--- config.mk ---
export PLATFORM = sky130hd
export DESIGN_NAME = gpcn_port
export DESIGN_NICKNAME = d
export VERILOG_FILES = /design/src/gpcn_pkg.sv /design/src/gpcn_port.sv
export SDC_FILE = /design/constraint.sdc
export NUM_CORES = 1
export LEC_CHECK = 0
export BUFFER_PORTS_ARGS = -buffer_cell sky130_fd_sc_hd__buf_2
export CAP_MARGIN = 20
export CORE_MARGIN = 5
export CORE_UTILIZATION = 25
export DETAILED_ROUTE_END_ITERATION = 8
export GPL_ROUTABILITY_DRIVEN = 0
export PLACE_DENSITY = 0.51
export SYNTH_ARGS = -nofsm -noshare
export SYNTH_HDL_FRONTEND = slang
export SYNTH_SLANG_ARGS = --single-unit
--- constraint.sdc ---
create_clock -name hclk -period 2.2 [get_ports hclk]
set_clock_uncertainty 0.05 [all_clocks]
set_input_delay 0.44 -clock hclk [delete_from_list [all_inputs] [get_ports hclk]]
set_output_delay 0.44 -clock hclk [all_outputs]
set_load 0.1 [all_outputs]
--- src/gpcn_pkg.sv ---
// package: register map, field positions and reset values of the port block
package gpcn_pkg;
  localparam int          PIN_W         = 16;
  localparam int          ADDR_W        = 16;
  localparam logic [15:0] OFF_DIR       = 16'h6210;
  localparam logic [15:0] OFF_PIN       = 16'h6220;
  localparam logic [15:0] OFF_LAT       = 16'h6230;
  localparam logic [15:0] OFF_ODC       = 16'h6240;
  localparam logic [15:0] OFF_PU        = 16'h6250;
  localparam logic [15:0] OFF_PD        = 16'h6260;
  localparam logic [15:0] OFF_CCON      = 16'h6270;
  localparam logic [15:0] OFF_CEN       = 16'h6280;
  localparam logic [15:0] OFF_CSTAT     = 16'h6290;
  localparam logic [15:0] OFF_ANSEL     = 16'h6200;
  localparam logic [1:0]  ALIAS_BASE    = 2'h0;
  localparam logic [1:0]  ALIAS_CLEAR   = 2'h1;
  localparam logic [1:0]  ALIAS_SET     = 2'h2;
  localparam logic [1:0]  ALIAS_FLIP    = 2'h3;
  localparam int          CCON_ON_BIT   = 15;
  localparam int          CCON_IDLE_BIT = 13;
  localparam logic [15:0] CCON_MASK     = 16'ha000;
  localparam logic [15:0] RST_ONES      = 16'hffff;
  localparam logic [15:0] RST_ZERO      = 16'h0000;
  localparam logic [1:0]  HTRANS_NONSEQ = 2'h2;
  localparam logic [2:0]  HSIZE_WORD    = 3'h2;
endpackage : gpcn_pkg

--- src/gpcn_port.sv ---
// gpio port with change notification behind an AHB-Lite slave
// What this block does
// - direction one is input, zero drives latch
// - every pin is input after reset
// - latch register reads and writes latch
// - pin register reads pins, writes latch
// - open-drain bit makes pin pull-low only
// - analog select resets to all ones
// - analog pins read zero from pin register
// - change detected and interrupt raised while idle
// - change interrupt gated per pin by enable
// - status set on change since pin read
// - pull-up and pull-down enabled independently
// - clear set invert aliases touch ones only
// - alias reads return undefined, here zero
// - aliases at base plus 4, 8, 12
// - unimplemented bits read zero
`timescale 1ns/1ps
module gpcn_port #(
  parameter int PIN_W = 16
) (
  input  wire logic              hclk,
  input  wire logic              hresetn,
  input  wire logic              hsel,
  input  wire logic [31:0]       haddr,
  input  wire logic [1:0]        htrans,
  input  wire logic              hwrite,
  input  wire logic [2:0]        hsize,
  input  wire logic [31:0]       hwdata,
  input  wire logic              hready,
  output logic      [31:0]       hrdata,
  output logic                   hreadyout,
  output logic                   hresp,
  input  wire logic [PIN_W-1:0]  pin_in,
  output logic      [PIN_W-1:0]  pin_out,
  output logic      [PIN_W-1:0]  pin_oe_n,
  output logic      [PIN_W-1:0]  pullup_en,
  output logic      [PIN_W-1:0]  pulldown_en,
  output logic      [PIN_W-1:0]  analog_en,
  output logic                   change_irq
);
  localparam int W = gpcn_pkg::PIN_W;

  if (PIN_W != W) begin : g_bad_width
    $error("gpcn_port: PIN_W must equal %0d", W);
  end

  typedef struct packed {
    logic [W-1:0]  dir;
    logic [W-1:0]  lat;
    logic [W-1:0]  odc;
    logic [W-1:0]  pu;
    logic [W-1:0]  pd;
    logic [W-1:0]  ansel;
    logic [W-1:0]  cen;
    logic [W-1:0]  cstat;
    logic [W-1:0]  ccon;
    logic [W-1:0]  sync1;
    logic [W-1:0]  sync2;
    logic [W-1:0]  seen;
    logic          dph_wr;
    logic [15:0]   dph_addr;
    logic [31:0]   rdata;
    logic [W-1:0]  pout;
    logic [W-1:0]  poe_n;
    logic          irq;
  } gpcn_state_s;

  gpcn_state_s st_r;
  gpcn_state_s st_nxt;

  // apply a base write or an alias operation to one register
  function automatic logic [W-1:0] gpcn_apply(input logic [W-1:0] cur, input logic [1:0] op,
                                               input logic [W-1:0] wd);
    logic [W-1:0] res;
    res = cur;
    unique case (op)
      gpcn_pkg::ALIAS_BASE: res = wd;
      gpcn_pkg::ALIAS_CLEAR: res = cur & ~wd;
      gpcn_pkg::ALIAS_SET:  res = cur | wd;
      gpcn_pkg::ALIAS_FLIP: res = cur ^ wd;
    endcase
    return res;
  endfunction : gpcn_apply

  // base offset of an address, aliases stripped
  function automatic logic [15:0] gpcn_base(input logic [15:0] a);
    return {a[15:4], 4'h0};
  endfunction : gpcn_base

  logic          addr_ph;
  logic [15:0]   wa_base;
  logic [1:0]    wa_op;
  logic [W-1:0]  wd;
  logic [W-1:0]  pin_view;
  logic [W-1:0]  changed;
  logic [15:0]   ra_base;

  always_comb begin
    addr_ph  = hsel && hready && (htrans == gpcn_pkg::HTRANS_NONSEQ);
    wa_base  = gpcn_base(st_r.dph_addr);
    wa_op    = st_r.dph_addr[3:2];
    wd       = hwdata[W-1:0];
    pin_view = st_r.sync2 & ~st_r.ansel;
    changed  = st_r.sync2 ^ st_r.seen;
    ra_base  = gpcn_base(haddr[15:0]);
    st_nxt   = st_r;

    st_nxt.sync1 = pin_in;
    st_nxt.sync2 = st_r.sync1;

    // change detect runs whatever the idle flag says; the pin sampler never stops
    st_nxt.cstat = st_r.cstat | (changed & st_r.cen);

    st_nxt.dph_wr = addr_ph && hwrite;
    if (addr_ph) begin
      st_nxt.dph_addr = haddr[15:0];
    end

    if (st_r.dph_wr) begin
      unique case (wa_base)
        gpcn_pkg::OFF_DIR:   st_nxt.dir   = gpcn_apply(st_r.dir, wa_op, wd);
        gpcn_pkg::OFF_PIN:   st_nxt.lat   = gpcn_apply(st_r.lat, wa_op, wd);
        gpcn_pkg::OFF_LAT:   st_nxt.lat   = gpcn_apply(st_r.lat, wa_op, wd);
        gpcn_pkg::OFF_ODC:   st_nxt.odc   = gpcn_apply(st_r.odc, wa_op, wd);
        gpcn_pkg::OFF_PU:    st_nxt.pu    = gpcn_apply(st_r.pu, wa_op, wd);
        gpcn_pkg::OFF_PD:    st_nxt.pd    = gpcn_apply(st_r.pd, wa_op, wd);
        gpcn_pkg::OFF_ANSEL: st_nxt.ansel = gpcn_apply(st_r.ansel, wa_op, wd);
        gpcn_pkg::OFF_CCON:  st_nxt.ccon  = gpcn_apply(st_r.ccon, wa_op, wd) & gpcn_pkg::CCON_MASK;
        gpcn_pkg::OFF_CEN:   st_nxt.cen   = gpcn_apply(st_r.cen, wa_op, wd);
        default: ;
      endcase
    end

    // read data is sampled at the address phase and stands in the data phase
    st_nxt.rdata = 32'h0000_0000;
    if (addr_ph && !hwrite && (haddr[3:2] == gpcn_pkg::ALIAS_BASE)) begin
      unique case (ra_base)
        gpcn_pkg::OFF_DIR:   st_nxt.rdata[W-1:0] = st_r.dir;
        gpcn_pkg::OFF_PIN:   st_nxt.rdata[W-1:0] = pin_view;
        gpcn_pkg::OFF_LAT:   st_nxt.rdata[W-1:0] = st_r.lat;
        gpcn_pkg::OFF_ODC:   st_nxt.rdata[W-1:0] = st_r.odc;
        gpcn_pkg::OFF_PU:    st_nxt.rdata[W-1:0] = st_r.pu;
        gpcn_pkg::OFF_PD:    st_nxt.rdata[W-1:0] = st_r.pd;
        gpcn_pkg::OFF_ANSEL: st_nxt.rdata[W-1:0] = st_r.ansel;
        gpcn_pkg::OFF_CCON:  st_nxt.rdata[W-1:0] = st_r.ccon;
        gpcn_pkg::OFF_CEN:   st_nxt.rdata[W-1:0] = st_r.cen;
        gpcn_pkg::OFF_CSTAT: st_nxt.rdata[W-1:0] = st_r.cstat;
        default:             st_nxt.rdata = 32'h0000_0000;
      endcase
      if (ra_base == gpcn_pkg::OFF_PIN) begin
        // a pin read re-arms detection; a change in this very cycle still sets status
        st_nxt.seen  = st_r.sync2;
        st_nxt.cstat = (st_r.sync1 ^ st_r.sync2) & st_r.cen;
      end
    end

    for (int i = 0; i < W; i++) begin
      if (st_r.dir[i]) begin
        st_nxt.poe_n[i] = 1'b1;
        st_nxt.pout[i]  = 1'b0;
      end else if (st_r.odc[i]) begin
        st_nxt.poe_n[i] = st_r.lat[i];
        st_nxt.pout[i]  = 1'b0;
      end else begin
        st_nxt.poe_n[i] = 1'b0;
        st_nxt.pout[i]  = st_r.lat[i];
      end
    end

    st_nxt.irq = st_r.ccon[gpcn_pkg::CCON_ON_BIT] && |(st_r.cstat & st_r.cen);
  end

  always_ff @(posedge hclk or negedge hresetn) begin
    if (!hresetn) begin
      st_r       <= '0;
      st_r.dir   <= gpcn_pkg::RST_ONES;
      st_r.poe_n <= gpcn_pkg::RST_ONES;
      st_r.ansel <= gpcn_pkg::RST_ONES;
      st_r.ccon  <= gpcn_pkg::RST_ZERO;
    end else begin
      st_r <= st_nxt;
    end
  end

  always_comb begin
    hrdata      = st_r.rdata;
    hreadyout   = 1'b1;
    hresp       = 1'b0;
    pin_out     = st_r.pout;
    pin_oe_n    = st_r.poe_n;
    pullup_en   = st_r.pu;
    pulldown_en = st_r.pd;
    analog_en   = st_r.ansel;
    change_irq  = st_r.irq;
  end
endmodule : gpcn_port

==> metrics.md <==
| Metric | Value |
|---|---|
| Worst-Skew Late Latency | `0.58 ns` |
| First drt pass iteration count | `5` |
| Crit-path max cell delay | `0.54 ns` |
| Synth Flop Type | `dfrtp_1` |
| Slowest stage cell, crit path | `or4b_4` |
| CP Data Required Time | `2.65 ns` |
| Critical path's top delay family | `simple AND/OR/NAND/NOR gates` |
| Failing checks | `negative setup slack` |
| Unrepaired setup endpoints after global routing | `true` |
| Commonest cells after routing, fill and taps aside | `ha_1 (228), dfrtp_1 (192), nand2_1 (156), buf_2 (141), inv_1 (133)` |
| # placed instances | `2856` |
| Share of layout cells above drive strength 1 | `30.2%` |
| Global route overflow | `0` |
| Crit end category | `register` |
| Hold WC Path Type | `input port to register` |
| Yosys warns | `0` |
| Final WL | `59.0 mm` |
| Synthesis-to-layout area growth | `21.5%` |
| Post-DR vias/cell | `4.82` |
| Clock Tree Root | `clkbuf_16` |
| Status | `complete, but fails checks` |
| Sink Count | `242` |
| Final nets | `2304` |
| Post-route insts no fill | `2947` |
| Yosys reg bits | `242` |
| IO Count | `205` |
| Area of the multi-input gates | `9760 sq um` |
| Tot GR Track Use | `15.0%` |
| Critical Path AT | `2.82 ns` |
| Final period util | `108%` |
| First-pass GRT wire length | `88.7 mm` |
| Average cell area after synthesis | `9.30 sq um` |
| CTS tree | `yes` |
| Total negative slack | `-4.59 ns` |
| Final hold slack | `0.0521 ns` |
| Hold path depth | `3` |
| Slack of the critical path | `-0.172 ns` |
| Final setup fails | `47` |
| FF-to-FF path depth | `6` |
| Hold Path End | `st_r[81]` |
| Hold Path Origin | `hwrite` |
| Max Cap Viol | `0` |
| Clock transition at path regs | `0.07 ns` |
| Tmin final | `2.37 ns` |
| Fillers | `7088` |
| Hold Vio Cnt, Final | `0` |
| Vias in the first global route | `14200` |
| Routed Antenna Nets | `0` |
| Die width | `273 um` |
| Commonest non-fill, non-tap cell in the layout | `ha_1` |
| Max frequency | `422 MHz` |
| Crit path launch type | `register` |
| Crit Path Max Fanout | `8` |
| Syn Std Cell Area | `17300 sq um` |
| Post-DP HPWL | `41.9 mm` |
| Critical setup path kind | `register to register` |
| Max VDD drop | `0.000557 V` |
| Number of buffers and inverters on the critical path | `2` |
| Static leakage | `0.0102 uW` |
| CP Cell Sequence | `or3b_4, or4_4, or4b_4, buf_12, clkbuf_16, a21oi_1` |
| Sequential cell area | `6120 sq um` |
| Iter 0 DRT Violations | `1055` |
| Pre-CTS WS | `-0.193 ns` |
| FF-to-FF setup slack | `-0.17 ns` |
| Launching point of the worst reg2reg path | `st_r[73]` |
| Core ar. | `68600 sq um` |
| Pwr dens | `613 nW/um^2` |
| Drt wl/cell | `20.0 um` |
| Die Span Y | `273 um` |
| Port Buffer Count | `149` |
| RR Endpoint | `st_r[257]` |
| Post-synth EDFFs | `0` |
| # DRC | `0` |
| # H-tree levels | `1` |
| Rows | `96` |
| Total CTS buffers | `29` |
| Max-slew violation count | `0` |
| Initial core utilization | `25.2%` |
| Slew @ Worst Pin | `0.755 ns` |
| Sequential share of the synthesized area | `35.4%` |
| Post-synth ARST share | `100%` |
| Initial antenna violation count | `9` |
| CTS max path bufs | `3` |
| Fin util | `30.6%` |
| Largest net degree at the start of global routing | `55` |
| Synth unique cells | `54` |
| Slew HR | `49.7%` |
| Routed via count | `14200` |
| Syn Inst Count | `1859` |
| Die area | `74500 sq um` |
## through the flow
stage	instance area [sq um]	power, uW
2_1_floorplan	17400	6800
3_3_place_gp	19300	7710
3_5_place_dp	19300	7820
4_1_cts	20600	12900
5_1_grt	21000	13500
6_report	21000	12900
## kinds of logic (layout without fill, tap and decap cells)
group / Yosys count / after routing / share of synthesized area, %
fa+ha+maj: 228 / 228 / 16.5
simple gates: 369 / 369 / 9.79
compound gates: 503 / 503 / 17.9
flops: 242 / 242 / 35.4
other cells: 2 / 25 / 0.0434
mux: 154 / 154 / 9.91
buf+inv: 361 / 495 / 10.4
## worst max path at each step
stage                   from         to  slack [ns]  cells past startpoint
finish              st_r[73]  st_r[257]       -0.17                      6
global route        st_r[73]  st_r[250]       -0.23                      6
CTS                 st_r[73]  st_r[257]       -0.16                      6
detailed placement  st_r[73]  st_r[243]       -0.19                      6
global placement    st_r[73]  st_r[242]       -0.18                      6
floorplan           st_r[73]  st_r[244]       -0.07                      7
## Yosys cell counts, drive strengths merged (26+ instances only)
cell type / count / area, sq um
dfrtp: 194 / 4850
buf: 129 / 933
o21ai: 136 / 681
ha: 228 / 2850
inv: 133 / 499
dfstp: 48 / 1260
nand3: 45 / 225
a211oi: 131 / 1050
mux2i: 26 / 260
nand2: 156 / 586
mux2: 127 / 1430
nor2: 87 / 327
a21oi: 163 / 816
clkbuf: 99 / 372
## power by group
group | internal, uW | switching, uW | leakage (uW)
Clock | 2910 | 2100 | 0.000489
Sequential | 4570 | 251 | 0.00264
Combinational | 1280 | 1770 | 0.00706
## tightest hold or removal path: stages
cell	delay [ns]
buf_2	0.11
inv_1	0.05
nor2_1	0.04
## registers in the layout (all words and copies together), names as in the netlist
| signal | cells |
|---|---|
| st_r | 129 |
| analog_en | 16 |
| hrdata | 16 |
| pin_oe_n | 16 |
| pin_out | 16 |
| pulldown_en | 16 |
| pullup_en | 16 |
| st_nxt | 16 |
| change_irq | 1 |
## cell type report
cell class              count  area share (%)
clock inverters            17           0.816
flip-flops and latches    242            29.2
multi-input cells        1272            46.5
inverters                 133            2.38
repair buffers            308            11.7
clock buffers              37            3.79
diodes                      7          0.0834
well taps                 931            5.55
## what timing repair did
item,4_1_cts,5_1_grt
gates cloned,3,4
buffers inserted,4,3
endpoints found under the setup margin,46,49
hold buffers,17,0
gates resized for setup,10,86
pin swaps,1,1
hold endpoints to repair,55,0
## routing by layer
metal / up-vias / wire, um / track usage (%)
li1: 6733 / - / -
met1: 7038 / 26400 / 20.4
met2: 354 / 27300 / 24.4
met3: 72 / 3880 / 3.58
met4: 2 / 1370 / 3.37
met5: - / 13 / 0
No activity file was read; power rests on OpenSTA's default activity.
